File: src/design/charger_regs_pkg.sv
package charger_regs_pkg;
    // ------------------------------------------------------------
    // serial port
    // ------------------------------------------------------------
    localparam logic [6:0] DEV_ADDR = 7'h6a;
    localparam logic [3:0] BYTE_BITS = 4'h8;
    localparam logic [7:0] FAST_CHARGE_SETTING_OFS = 8'h06;
    localparam logic [7:0] INPUT_LIMIT_SETTING_OFS = 8'h07;
    localparam logic [7:0] PROTECT_OFS = 8'h0a;

    // ------------------------------------------------------------
    // field positions
    // ------------------------------------------------------------
    localparam int TIMER_CODE_LSB = 5;
    localparam int CHG_CODE_LSB = 0;
    localparam int RESTART_BIT = 6;
    localparam int INPUT_CODE_LSB = 0;
    localparam int PROT_KEY_LSB = 2;

    // ------------------------------------------------------------
    // values after reset
    // ------------------------------------------------------------
    localparam logic [4:0] CHG_CODE_RST = 5'h0a;
    localparam logic [2:0] TIMER_CODE_RST = 3'h2;
    localparam logic RESTART_RST = 1'b0;
    localparam logic [5:0] INPUT_CODE_RST = 6'h14;
    localparam logic [1:0] PROT_KEY_RST = 2'h0;
    localparam logic [1:0] PROT_UNLOCK = 2'h3;

    // ------------------------------------------------------------
    // current decoding
    // ------------------------------------------------------------
    localparam logic [4:0] CHG_FLOOR_CODE = 5'h06;
    localparam logic [10:0] CHG_FLOOR_MA = 11'h0fa;
    localparam logic [10:0] CHG_STEP_MA = 11'h032;
    localparam logic [5:0] IN_FLOOR_CODE = 6'h0a;
    localparam logic [10:0] IN_FLOOR_MA = 11'h064;
    localparam logic [10:0] IN_STEP_MA = 11'h019;
    localparam logic [5:0] IN_MAX_CODE = 6'h3c;
    localparam logic [10:0] IN_MAX_MA = 11'h5dc;
    localparam logic [5:0] IN_DISABLE_CODE = 6'h3f;

    // ------------------------------------------------------------
    // fast-charge timer
    // ------------------------------------------------------------
    localparam logic [2:0] TIMER_OFF_CODE = 3'h0;
    localparam logic [3:0] TIMER_HOUR_OFFSET = 4'h3;
    localparam longint CLK_HZ = 64'h17d7840;
    localparam longint FC_TIMER_HOUR_S = 64'he10;
    localparam logic [39:0] HOUR_CYCLES = 40'(CLK_HZ * FC_TIMER_HOUR_S);
    localparam logic [3:0] STATE_TIMER_FAULT = 4'h6;

    typedef enum logic [3:0] {
        I2C_IDLE,
        I2C_ADDR,
        I2C_ADDR_ACK,
        I2C_REG,
        I2C_REG_ACK,
        I2C_WDATA,
        I2C_WDATA_ACK,
        I2C_RDATA,
        I2C_RACK
    } i2c_state_e;
endpackage : charger_regs_pkg

File: src/design/charge_current_limit_regs.sv
module charge_current_limit_regs
    import charger_regs_pkg::*;
#(
    parameter logic [39:0] hour_cycles = HOUR_CYCLES
) (
    input wire logic mclk_i,
    input wire logic resetn_i,
    input wire logic scl_i,
    input wire logic sda_i,
    output logic sda_o,
    output logic sda_oe_o,
    input wire logic standby_supply_valid_i,
    input wire logic safe_output_power_good_i,
    input wire logic charge_enable_i,
    input wire logic fast_charge_active_i,
    input wire logic converter_on_i,
    input wire logic [3:0] charger_state_detail_i,
    output logic [10:0] charge_limit_ma_o,
    output logic [10:0] input_limit_ma_o,
    output logic input_limit_on_o,
    output logic restart_threshold_sel_o,
    output logic charge_suspend_o,
    output logic [3:0] charger_state_detail_o
);
    import charger_regs_pkg::*;

    // ------------------------------------------------------------
    // state
    // ------------------------------------------------------------
    i2c_state_e state_reg, state_next;
    logic [3:0] cnt_reg, cnt_next;
    logic [7:0] shift_reg, shift_next;
    logic [7:0] tx_reg, tx_next;
    logic [7:0] ptr_reg, ptr_next;
    logic rw_reg, rw_next;
    logic nack_reg, nack_next;
    logic sda_oe_reg, sda_oe_next;
    logic scl_prev_reg, sda_prev_reg, pg_prev_reg;
    logic [4:0] charge_current_code_reg;
    logic [2:0] fast_charge_timer_code_reg;
    logic restart_threshold_sel_reg;
    logic [5:0] input_limit_code_reg;
    logic [1:0] write_protect_key_reg;
    logic [10:0] charge_limit_reg, input_limit_reg;
    logic input_on_reg, suspend_reg;
    logic [3:0] detail_reg;
    logic [10:0] charge_ma, input_ma;
    logic input_off, timer_fault;

    // ------------------------------------------------------------
    // bus line events
    // ------------------------------------------------------------
    wire logic scl_rise = scl_i && !scl_prev_reg;
    wire logic scl_fall = !scl_i && scl_prev_reg;
    wire logic start_seen = scl_i && scl_prev_reg && sda_prev_reg && !sda_i;
    wire logic stop_seen = scl_i && scl_prev_reg && !sda_prev_reg && sda_i;
    wire logic byte_full = cnt_reg == BYTE_BITS;
    wire logic addr_hit = shift_reg[7:1] == DEV_ADDR;

    // ------------------------------------------------------------
    // register decode
    // ------------------------------------------------------------
    wire logic unlocked = write_protect_key_reg == PROT_UNLOCK;
    wire logic wr_stb = (state_reg == I2C_WDATA) && scl_fall && byte_full && !start_seen &&
                        !stop_seen;
    wire logic wr_fast = wr_stb && (ptr_reg == FAST_CHARGE_SETTING_OFS) && unlocked;
    wire logic wr_input = wr_stb && (ptr_reg == INPUT_LIMIT_SETTING_OFS) && unlocked;
    wire logic wr_prot = wr_stb && (ptr_reg == PROTECT_OFS);
    // a power event outranks a host write in the same cycle
    wire logic defaults_evt = !standby_supply_valid_i ||
                              (safe_output_power_good_i && !pg_prev_reg);
    wire logic [7:0] fast_rd = {fast_charge_timer_code_reg, charge_current_code_reg};
    wire logic [7:0] input_rd = {1'b0, restart_threshold_sel_reg, input_limit_code_reg};
    wire logic [7:0] prot_rd = {4'h0, write_protect_key_reg, 2'h0};
    wire logic [7:0] rd_byte = (ptr_reg == FAST_CHARGE_SETTING_OFS) ? fast_rd :
                               (ptr_reg == INPUT_LIMIT_SETTING_OFS) ? input_rd :
                               (ptr_reg == PROTECT_OFS) ? prot_rd : 8'h00;

    // ------------------------------------------------------------
    // serial slave sequencing
    // ------------------------------------------------------------
    always_comb begin
        state_next = state_reg;
        cnt_next = scl_rise ? cnt_reg + 4'h1 : cnt_reg;
        shift_next = scl_rise ? {shift_reg[6:0], sda_i} : shift_reg;
        tx_next = tx_reg;
        ptr_next = ptr_reg;
        rw_next = rw_reg;
        nack_next = nack_reg;
        sda_oe_next = sda_oe_reg;
        if (start_seen) begin
            state_next = I2C_ADDR;
            cnt_next = 4'h0;
            sda_oe_next = 1'b0;
        end else if (stop_seen) begin
            state_next = I2C_IDLE;
            sda_oe_next = 1'b0;
        end else if (scl_fall) begin
            case (state_reg)
                I2C_ADDR: begin
                    if (byte_full && addr_hit) begin
                        rw_next = shift_reg[0];
                        sda_oe_next = 1'b1;
                        state_next = I2C_ADDR_ACK;
                    end else if (byte_full) begin
                        state_next = I2C_IDLE;
                    end
                end
                I2C_ADDR_ACK: begin
                    cnt_next = 4'h0;
                    if (rw_reg) begin
                        tx_next = rd_byte;
                        sda_oe_next = !rd_byte[7];
                        state_next = I2C_RDATA;
                    end else begin
                        sda_oe_next = 1'b0;
                        state_next = I2C_REG;
                    end
                end
                I2C_REG: begin
                    if (byte_full) begin
                        ptr_next = shift_reg;
                        sda_oe_next = 1'b1;
                        state_next = I2C_REG_ACK;
                    end
                end
                I2C_REG_ACK, I2C_WDATA_ACK: begin
                    cnt_next = 4'h0;
                    sda_oe_next = 1'b0;
                    state_next = I2C_WDATA;
                end
                I2C_WDATA: begin
                    if (byte_full) begin
                        ptr_next = ptr_reg + 8'h01;
                        sda_oe_next = 1'b1;
                        state_next = I2C_WDATA_ACK;
                    end
                end
                I2C_RDATA: begin
                    if (byte_full) begin
                        ptr_next = ptr_reg + 8'h01;
                        sda_oe_next = 1'b0;
                        state_next = I2C_RACK;
                    end else begin
                        tx_next = {tx_reg[6:0], 1'b0};
                        sda_oe_next = !tx_reg[6];
                    end
                end
                I2C_RACK: begin
                    cnt_next = 4'h0;
                    if (nack_reg) begin
                        state_next = I2C_IDLE;
                    end else begin
                        tx_next = rd_byte;
                        sda_oe_next = !rd_byte[7];
                        state_next = I2C_RDATA;
                    end
                end
                default: begin
                    state_next = I2C_IDLE;
                end
            endcase
        end else if (scl_rise && (state_reg == I2C_RACK)) begin
            nack_next = sda_i;
        end
    end

    always_ff @(posedge mclk_i or negedge resetn_i) begin
        if (!resetn_i) begin
            state_reg <= I2C_IDLE;
            cnt_reg <= 4'h0;
            shift_reg <= 8'h00;
            tx_reg <= 8'h00;
            ptr_reg <= 8'h00;
            rw_reg <= 1'b0;
            nack_reg <= 1'b0;
            sda_oe_reg <= 1'b0;
            scl_prev_reg <= 1'b1;
            sda_prev_reg <= 1'b1;
            // idle high, so no false rise right after reset
            pg_prev_reg <= 1'b1;
        end else begin
            state_reg <= state_next;
            cnt_reg <= cnt_next;
            shift_reg <= shift_next;
            tx_reg <= tx_next;
            ptr_reg <= ptr_next;
            rw_reg <= rw_next;
            nack_reg <= nack_next;
            sda_oe_reg <= sda_oe_next;
            scl_prev_reg <= scl_i;
            sda_prev_reg <= sda_i;
            pg_prev_reg <= safe_output_power_good_i;
        end
    end

    // ------------------------------------------------------------
    // setting registers
    // ------------------------------------------------------------
    always_ff @(posedge mclk_i or negedge resetn_i) begin
        if (!resetn_i) begin
            charge_current_code_reg <= CHG_CODE_RST;
            fast_charge_timer_code_reg <= TIMER_CODE_RST;
            restart_threshold_sel_reg <= RESTART_RST;
            input_limit_code_reg <= INPUT_CODE_RST;
            write_protect_key_reg <= PROT_KEY_RST;
        end else if (defaults_evt) begin
            charge_current_code_reg <= CHG_CODE_RST;
            fast_charge_timer_code_reg <= TIMER_CODE_RST;
            restart_threshold_sel_reg <= RESTART_RST;
            input_limit_code_reg <= INPUT_CODE_RST;
            write_protect_key_reg <= PROT_KEY_RST;
        end else begin
            if (wr_fast) begin
                fast_charge_timer_code_reg <= shift_reg[TIMER_CODE_LSB +: 3];
                charge_current_code_reg <= shift_reg[CHG_CODE_LSB +: 5];
            end
            if (wr_input) begin
                restart_threshold_sel_reg <= shift_reg[RESTART_BIT];
                input_limit_code_reg <= shift_reg[INPUT_CODE_LSB +: 6];
            end
            if (wr_prot) begin
                write_protect_key_reg <= shift_reg[PROT_KEY_LSB +: 2];
            end
        end
    end

    // ------------------------------------------------------------
    // decode and timer
    // ------------------------------------------------------------
    current_decode u_decode (
        .charge_current_code_i(charge_current_code_reg),
        .input_limit_code_i(input_limit_code_reg),
        .charge_ma_o(charge_ma),
        .input_ma_o(input_ma),
        .input_off_o(input_off)
    );

    // the fault holds until charging is disabled or defaults return
    fast_charge_timer #(
        .hour_cycles(hour_cycles)
    ) u_timer (
        .mclk_i(mclk_i),
        .resetn_i(resetn_i),
        .clear_i(defaults_evt || !charge_enable_i),
        .timer_code_i(fast_charge_timer_code_reg),
        .fast_active_i(fast_charge_active_i),
        .fault_o(timer_fault)
    );

    // ------------------------------------------------------------
    // outputs
    // ------------------------------------------------------------
    wire logic charging = charge_enable_i && !timer_fault;
    wire logic [10:0] charge_limit_next = charging ? charge_ma : 11'h000;
    wire logic [10:0] input_limit_next = converter_on_i ? input_ma : 11'h000;
    wire logic input_on_next = converter_on_i && !input_off;
    wire logic [3:0] detail_next = timer_fault ? STATE_TIMER_FAULT :
                                   charger_state_detail_i;

    always_ff @(posedge mclk_i or negedge resetn_i) begin
        if (!resetn_i) begin
            charge_limit_reg <= 11'h000;
            input_limit_reg <= 11'h000;
            input_on_reg <= 1'b0;
            suspend_reg <= 1'b0;
            detail_reg <= 4'h0;
        end else begin
            charge_limit_reg <= charge_limit_next;
            input_limit_reg <= input_limit_next;
            input_on_reg <= input_on_next;
            suspend_reg <= timer_fault;
            detail_reg <= detail_next;
        end
    end

    // open-drain: data level is always low, the enable carries the bit
    assign sda_o = 1'b0;
    assign sda_oe_o = sda_oe_reg;
    assign charge_limit_ma_o = charge_limit_reg;
    assign input_limit_ma_o = input_limit_reg;
    assign input_limit_on_o = input_on_reg;
    assign restart_threshold_sel_o = restart_threshold_sel_reg;
    assign charge_suspend_o = suspend_reg;
    assign charger_state_detail_o = detail_reg;
endmodule : charge_current_limit_regs

File: src/design/current_decode.sv
module current_decode
    import charger_regs_pkg::*;
(
    input wire logic [4:0] charge_current_code_i,
    input wire logic [5:0] input_limit_code_i,
    output logic [10:0] charge_ma_o,
    output logic [10:0] input_ma_o,
    output logic input_off_o
);
    // ------------------------------------------------------------
    // code to milliamps
    // ------------------------------------------------------------
    wire logic chg_floor = charge_current_code_i < CHG_FLOOR_CODE;
    wire logic [10:0] chg_scaled = 11'(charge_current_code_i) * CHG_STEP_MA;
    wire logic in_floor = input_limit_code_i < IN_FLOOR_CODE;
    wire logic in_top = input_limit_code_i > IN_MAX_CODE;
    wire logic [10:0] in_scaled = 11'(input_limit_code_i) * IN_STEP_MA;

    assign charge_ma_o = chg_floor ? CHG_FLOOR_MA : chg_scaled;
    // unlisted codes above the top step hold the top value
    assign input_ma_o = in_floor ? IN_FLOOR_MA : (in_top ? IN_MAX_MA : in_scaled);
    assign input_off_o = input_limit_code_i == IN_DISABLE_CODE;
endmodule : current_decode

File: src/design/fast_charge_timer.sv
module fast_charge_timer
    import charger_regs_pkg::*;
#(
    parameter logic [39:0] hour_cycles = HOUR_CYCLES
) (
    input wire logic mclk_i,
    input wire logic resetn_i,
    input wire logic clear_i,
    input wire logic [2:0] timer_code_i,
    input wire logic fast_active_i,
    output logic fault_o
);
    logic active_prev_reg;
    logic [39:0] cyc_reg;
    logic [3:0] hours_reg;
    logic fault_reg;

    // ------------------------------------------------------------
    // hour counting
    // ------------------------------------------------------------
    wire logic entry = fast_active_i && !active_prev_reg;
    wire logic restart = entry || clear_i;
    wire logic cyc_wrap = cyc_reg == (hour_cycles - 40'h1);
    wire logic [3:0] limit = {1'b0, timer_code_i} + TIMER_HOUR_OFFSET;
    wire logic expire = fast_active_i && (timer_code_i != TIMER_OFF_CODE) &&
                        (hours_reg == limit);
    wire logic [39:0] cyc_next = restart ? 40'h0 :
                                 (fast_active_i ? (cyc_wrap ? 40'h0 : cyc_reg + 40'h1) :
                                  cyc_reg);
    // saturate so a long stay never wraps back under the limit
    wire logic hour_tick = fast_active_i && cyc_wrap && (hours_reg != 4'hf);
    wire logic [3:0] hours_next = restart ? 4'h0 :
                                  (hour_tick ? hours_reg + 4'h1 : hours_reg);
    // set wins over clear
    wire logic fault_next = expire ? 1'b1 : (clear_i ? 1'b0 : fault_reg);

    always_ff @(posedge mclk_i or negedge resetn_i) begin
        if (!resetn_i) begin
            active_prev_reg <= 1'b0;
            cyc_reg <= 40'h0;
            hours_reg <= 4'h0;
            fault_reg <= 1'b0;
        end else begin
            active_prev_reg <= fast_active_i;
            cyc_reg <= cyc_next;
            hours_reg <= hours_next;
            fault_reg <= fault_next;
        end
    end

    assign fault_o = fault_reg;
endmodule : fast_charge_timer

File: config.mk
export PLATFORM = sky130hd
export DESIGN_NAME = charge_current_limit_regs
export DESIGN_NICKNAME = d
export VERILOG_FILES = /design/src/design/charger_regs_pkg.sv /design/src/design/charge_current_limit_regs.sv /design/src/design/current_decode.sv /design/src/design/fast_charge_timer.sv
export SDC_FILE = /design/constraint.sdc
export NUM_CORES = 1
export LEC_CHECK = 0
export BUFFER_PORTS_ARGS = -buffer_cell sky130_fd_sc_hd__buf_4
export CAP_MARGIN = 25
export CORE_MARGIN = 2
export CORE_UTILIZATION = 45
export DETAILED_ROUTE_END_ITERATION = 16
export PLACE_DENSITY = 0.75
export SYNTH_ARGS = -nofsm -noshare
export SYNTH_HDL_FRONTEND = slang
export SYNTH_HIERARCHICAL = 1
export SYNTH_SLANG_ARGS = --single-unit
File: constraint.sdc
create_clock -name mclk_i -period 3.1 [get_ports mclk_i]
set_clock_uncertainty 0.15 [all_clocks]
set_input_delay 0.465 -clock mclk_i [delete_from_list [all_inputs] [get_ports mclk_i]]
set_output_delay 0.465 -clock mclk_i [all_outputs]
set_load 0.01 [all_outputs]
==> results of run 1 <==
-- power by group --
| part | leakage, nW | internal [W] | switching, W |
|---|---|---|---|
| Combinational | 1.94 | 0.000215 | 0.000234 |
| Sequential | 1.68 | 0.00178 | 0.000135 |
| Clock | 0.278 | 0.00117 | 0.000690 |
-- layer usage --
metal  GRT usage [%]  up-vias
li1                -     2904
met1            26.9     2812
met2            29.9      185
met3            3.65       34
met4            7.86        0
met5               0        -
-- critical path, stage by stage (launching register included) --
cell	delay, ps
dfstp_2	580
inv_1	80
ha_1	270
inv_1	40
ha_1	290
ha_1	330
ha_4	290
nor2b_4	170
o2111ai_2	140
and3_1	180
o31a_1	230
and2_1	150
-- area by class of cell --
| cell class | count | area, um^2 | area share, % |
|---|---|---|---|
| clock buffers | 23 | 488 | 5.55 |
| clock inverters | 7 | 60.1 | 0.683 |
| inverters | 31 | 116 | 1.32 |
| multi-input cells | 592 | 4070 | 46.3 |
| flip-flops and latches | 128 | 3210 | 36.6 |
| well taps | 220 | 275 | 3.13 |
| repair buffers | 73 | 566 | 6.43 |
-- kinds of logic (layout without fill, tap and decap cells) --
family / count (synthesis) / after routing / share of synthesized area [%]
and+or+nand+nor: 325 / 325 / 23.6
AOI/OAI and AO/OA: 141 / 141 / 11.9
DFF: 128 / 128 / 42.8
buffers and inverters: 60 / 134 / 3.37
adders and majority gates: 57 / 57 / 9.70
xor gates and xnor gates: 34 / 34 / 3.97
muxes: 33 / 33 / 4.60
other: 2 / 2 / 0.100
-- cell usage in the layout, fill, tap and decap left out, types with 4 or more instances in the layout --
| cell | netlist | final |
|---|---|---|
| and3_1 | 11 | 11 |
| or2_2 | 11 | 11 |
| nor3_1 | 16 | 16 |
| or3_1 | 5 | 5 |
| a21o_1 | 5 | 5 |
| a21oi_1 | 38 | 38 |
| and2_1 | 25 | 25 |
| xor2_1 | 18 | 18 |
| nor4_1 | 9 | 9 |
| a22o_1 | 4 | 4 |
| dfrtp_1 | 120 | 120 |
| mux2i_1 | 21 | 21 |
| xnor2_1 | 16 | 16 |
| inv_1 | 30 | 30 |
| nand2b_1 | 8 | 8 |
| o31ai_1 | 6 | 6 |
| buf_4 | 4 | 70 |
| mux2_2 | 12 | 12 |
| nor3b_1 | 4 | 4 |
| clkbuf_8 | 0 | 4 |
| nand2_1 | 66 | 66 |
| a31o_2 | 4 | 4 |
| ha_1 | 55 | 54 |
| clkbuf_16 | 0 | 17 |
| o21ai_0 | 38 | 37 |
| nand4_1 | 15 | 15 |
| nor2_1 | 73 | 73 |
| a31oi_1 | 8 | 8 |
| nand3_1 | 37 | 37 |
| nor2b_1 | 10 | 10 |
| dfstp_2 | 8 | 8 |
| clkinv_2 | 0 | 6 |
| a22oi_1 | 8 | 8 |
| and3b_1 | 4 | 4 |
-- worst max path at each step --
stage          depth (start not counted)               startpoint                    to  slack, ps
2_1_floorplan                         10  input_limit_code_reg[4]  input_limit_ma_o[10]        180
3_3_place_gp                          11  input_limit_code_reg[2]  input_limit_ma_o[10]        120
3_5_place_dp                          11  input_limit_code_reg[2]  input_limit_ma_o[10]         60
4_1_cts                               11  input_limit_code_reg[2]  input_limit_ma_o[10]         40
5_1_grt                               11  input_limit_code_reg[2]  input_limit_ma_o[10]        -10
6_report                              11  input_limit_code_reg[2]  input_limit_ma_o[10]        110
-- timing repair --
item	in CTS	in global routing
endpoints found under the setup margin	0	2
setup buffers	0	1
hold buffers	2	0
hold endpoints to repair	23	0
resized for setup	0	5
-- through the flow --
| stage | setup TNS (ps) | setup slack (ps) | utilization, % | power [W] |
|---|---|---|---|---|
| global route | -10.8 | -10.8 | 53.4 | 0.00440 |
| detailed placement | 0 | 57.2 | 49.7 | 0.00239 |
| CTS | 0 | 35.9 | 53.2 | 0.00425 |
| finish | 0 | 107 | 53.4 | 0.00422 |
| global placement | 0 | 124 | 49.7 | 0.00237 |
| floorplan | 0 | 180 | - | 0.00220 |
==> metrics.yaml, run 1 <==
status: "finished, final reports clean"
yosysTopAreaCell: "dfrtp_1"
drv_slew: 0
yosysSeqAreaShare_pct: 42.8
syn_area_um2: 7500
cts_buffers: 17
design_area_um2: 8790
route.met3.wl_um: 809
start_util_pct: 45.6
antenna_cells: 0
r2r_slack_ps: 110
avgSynthCellArea_um2: 9.62
grt_pass1_wl_um: 27700
antenna_found_initial: 0
worst_ep_arrival_time_ps: 3160
setup_viol: 0
wl_per_cell_um: 15.1
overflow: 0
ys.flop_type: "dfrtp_1"
first_pass_iters: 5
crit_required_ps: 3270
synth_edf_count: 0
clk_pin_slew_ps: 60
yosysTopAreaCellShare_pct: 40.0
min_period_ps: 2990
drt_iter0_drc: 413
routed_wl_um: 16200
hold_start: "scl_i"
cp_max_fo: 6
synth.distinct_cells: 76
p_leak_nw: 3.90
clockBufferDepth: 2
power_density_nw_per_um2: 480
clkSinkCount: 128
largest_reg_flops: 40
whs_ps: 43.6
fill_cells: 1434
whs_path_depth: 1
nets: 913
grt_max_degree: 56
die_y_um: 133
r2r-end: "input_limit_ma_o[10]"
max_freq_mhz: 334
avgViaCountPerCell: 5.53
fin_crit_sh_pct: 96.5
async_flop_share_pct: 100
drc: 0
die_area_um2: 17700
synth_most_common_cell: "dfrtp_1"
portBuffers: 42
core-area_um2: 16500
topRoutingLayerUsed: "met4"
cp-start-kind: "flop"
synth_seq_cells: 128
rows: 47
cts-root-buf: "clkbuf_16"
clk_latency_ps: 420
end_kind: "flop"
r2r_start: "input_limit_code_reg[2]"
drtAntennaViolNets: 0
track_usage_pct: 19.3
cap_violations: 0
syn_inst: 780
synth_commonest_cells: "120 x dfrtp_1, 73 x nor2_1, 66 x nand2_1, 55 x ha_1"
maxSlewHeadroom_pct: 51.3
ys_top_cells_by_area: "dfrtp_1 40%, ha_1 9.2%, nor2_1 3.7%"
die_width_um: 133
critPathKind: "reg2reg"
ys_warn_count: 6
tightestPinTransition_ps: 722
peakVddDrop_mv: 0.439
area_delta_synth_final_pct: 17.1
wl_met2_um: 7410
routabilityCongestion: 0.865
hpwl_um: 11400
place_area_um2: 8190
vias: 5935
rr_worst_depth: 11
instances_no_fill: 1074
wl_met1_um: 7730
dp.cells: 1041
boundaryPins: 44
grt_pass1_vias: 5619
cts_tree: "built"
ctsHtreeMaxLevel: 4
hold_class: "in2reg"
hold_end: "scl_prev_reg"
finalHoldViolCount: 0
synth_nets: 850
drive_gt1_share_pct: 17.9
(Power assumes the default switching activity.)
==> inputs of run 2 (changes only) <==
- ABC_AREA: unset -> 1
==> run 2 against run 1 <==
Effect of this change:
- maximum frequency grew 5.5%
- count of clock-buffer cells in the layout is 6 lower
- clock power grew 20%
==> metrics.yaml, run 2 <==
status: "finished, final reports clean"
clk_pin_slew_ps: 60  # about the same
routabilityCongestion: 0.940  # +8.6%
yosysSeqAreaShare_pct: 37.6  # -5.2 points
rows: 50  # +6.4%
routed_wl_um: 19800  # +22%
p_leak_nw: 5.11  # +31%
area_delta_synth_final_pct: 15.0
fin_crit_sh_pct: 91.5  # -5.1 points
design_area_um2: 9830  # +12%
post_cts_buffers: 0  # unchanged
synth_most_common_cell: "nand2_1"
yosysTopAreaCell: "dfrtp_1"
syn_area_um2: 8550  # +14%
critPathKind: "reg2reg"
maxSlewHeadroom_pct: 51.8  # +0.56 points
clk_latency_ps: 430  # about the same
crit_required_ps: 3270  # about the same
path_buf_inv: 6  # +4
portBuffers: 42  # unchanged
synth.distinct_cells: 50  # -34%
r2r_slack_ps: 260  # +160 ps
grtUsageMet3_pct: 4.05  # +0.40 points
min_period_ps: 2840  # -157 ps
tightestPinTransition_ps: 722  # +0.717 ps
cts-root-buf: "clkbuf_16"
setup_viol: 0  # unchanged
overflow: 0  # unchanged
ys_warn_count: 6  # unchanged
yosysTopAreaCellShare_pct: 35.1  # -4.9 points
ctsHtreeMaxLevel: 4  # unchanged
final_util_pct: 52.5  # -0.83 points
drt_iter0_drc: 414  # +0.24%
instances_no_fill: 1473  # +37%
syn_inst: 1171  # +50%
worst_ep_arrival_time_ps: 3010  # -150 ps
die_area_um2: 20100  # +14%
grtUsageMet1_pct: 27.9  # +1.0 points
cts_buffers: 17  # unchanged
first_pass_iters: 6  # +1
cap_violations: 0  # unchanged
dp.cells: 1437  # +38%
drc: 0  # unchanged
grt_max_degree: 76  # +36%
cpMostUsedCell: "inv_1"
critPathTopFamily: "adder cells"
synth_edf_count: 0  # unchanged
avgViaCountPerCell: 5.14  # -7.0%
peakVddDrop_mv: 0.397  # -9.5%
vias: 7571  # +28%
start_util_pct: 45.7  # +0.13 points
synth_nets: 1241  # +46%
r2r_start: "input_limit_code_reg[1]"
hold_start: "fast_charge_active_i"
hold_class: "in2reg"
antenna_cells: 0  # unchanged
drtAntennaViolNets: 0  # unchanged
ys.flop_type: "dfrtp_1"
end_kind: "flop"
busiest_layer: "met2"
final_cell_mix: "343 x nand2_1, 142 x inv_1, 130 x nor2_1, 119 x dfrtp_1, 79 x nand3_1"
power_density_nw_per_um2: 533  # +11%
core-area_um2: 18700  # +14%
startpoint: "input_limit_code_reg[1]"
cts_tree: "built"
drive_gt1_share_pct: 15.7  # -2.2 points
avgSynthCellArea_um2: 7.30  # -24%
wl_per_cell_um: 13.4  # -11%
finalHoldViolCount: 0  # unchanged
track_usage_pct: 20.7  # +1.4 points
max_freq_mhz: 353  # +5.5%
cp_slowest_cell: "fa_1"
total_power_w: 0.00524  # +24%
place_area_um2: 9130  # +12%
grt_util_met2_pct: 34.2  # +4.3 points
synth_commonest_cells: "343 x nand2_1, 142 x inv_1, 130 x nor2_1, 120 x dfrtp_1, 79 x nand3_1"
cp_max_fo: 6  # unchanged
synth_seq_cells: 128  # unchanged
max_stage_delay_ps: 460  # -120 ps
nets: 1296  # +42%
hpwl_um: 14700  # +29%
antenna_found_initial: 0  # unchanged
drv_slew: 0  # unchanged
largest_reg_flops: 40  # unchanged
grt_pass1_wl_um: 33700  # +22%
boundaryPins: 44  # unchanged
die_y_um: 142  # +6.5%
ys_top_cells_by_area: "dfrtp_1 35%, nand2_1 15%, ha_1 8.0%"
cp-start-kind: "flop"
clkSinkCount: 128  # unchanged
crit_chain: "inv_1, ha_1, inv_1, ha_1, ha_1, inv_1, fa_1, inv_1, nand2_1, nand2_2, nand2_1, nand2_1, nand2_1, o21ai_1, inv_1, nand2_1, inv_1"
async_flop_share_pct: 100  # unchanged
clockBufferDepth: 2  # unchanged
grt_pass1_vias: 7174  # +28%
final_common_cell: "nand2_1"
setup_tns_ps: 0  # unchanged
die_width_um: 142  # +6.5%
grt_setup_unrepaired: "false"
==> run 2: worst paths after layout <==
path | to | cells past startpoint
worst max-delay path | input_limit_ma_o[8] | 17
worst min register to register | tx_reg[4] | 2
max in group asynchronous | charger_state_detail_o[0] | 3
worst max register to register | input_limit_ma_o[8] | 17
min in group asynchronous | u_timer/cyc_reg[34] | 2
worst min-delay path | u_timer/active_prev_reg | 1
==> run 2: power breakdown <==
part / leakage [nW] / total (W) / internal (W) / switching, W
logic: 3.11 / 0.00103 / 0.000399 / 0.000626
registers: 1.68 / 0.00197 / 0.00183 / 0.000148
clock network: 0.314 / 0.00224 / 0.00144 / 0.000805
==> run 2: cell type report <==
cell class,instances,area (um^2)
fill,1729,8880
multi-input combinational,863,4620
sequential,128,3210
inverter,163,618
clock buffer,17,425
timing repair buffer,53,424
tap,234,293
clock inverter,15,231
==> run 2: through the flow <==
stage,worst slack (ps),hold slack [ps]
6_report,264,29.4
5_1_grt,73.6,14.4
4_1_cts,199,3.87
3_5_place_dp,218,316
3_3_place_gp,308,314
2_1_floorplan,417,19.4
==> run 2: kinds of logic (layout without fill, tap and decap cells) <==
group                      after synthesis  in the layout  share of synthesized area (%)
and+or+nand+nor                        681            681                           36.5
xor gates and xnor gates                21             21                           2.15
buffers and inverters                  180            248                           8.35
other                                    2              2                         0.0878
AOI/OAI and AO/OA                      102            102                           6.79
DFF                                    128            128                           37.6
adders and majority gates               57             57                           8.52
==> run 2: worst reg2reg max path, stage by stage (launching register included) <==
cell	delay [ps]
dfrtp_2	440
inv_1	90
ha_1	280
inv_1	40
ha_1	280
ha_1	310
inv_1	70
fa_1	460
inv_1	70
nand2_1	60
nand2_2	80
nand2_1	70
nand2_1	60
nand2_1	50
o21ai_1	110
inv_1	50
nand2_1	50
inv_1	30
==> run 2: layer usage <==
layer  vias to the layer above  share of wire [%]
li1                       3808                  -
met3                        24                4.7
met4                         0                1.3
met5                         -                  0
met2                       177                 47
met1                      3562                 47
==> run 2: what timing repair did <==
action,CTS,global route
setup endpoints to repair,0,1
hold endpoints to repair,69,1
hold buffers,3,1
resized for setup,0,1
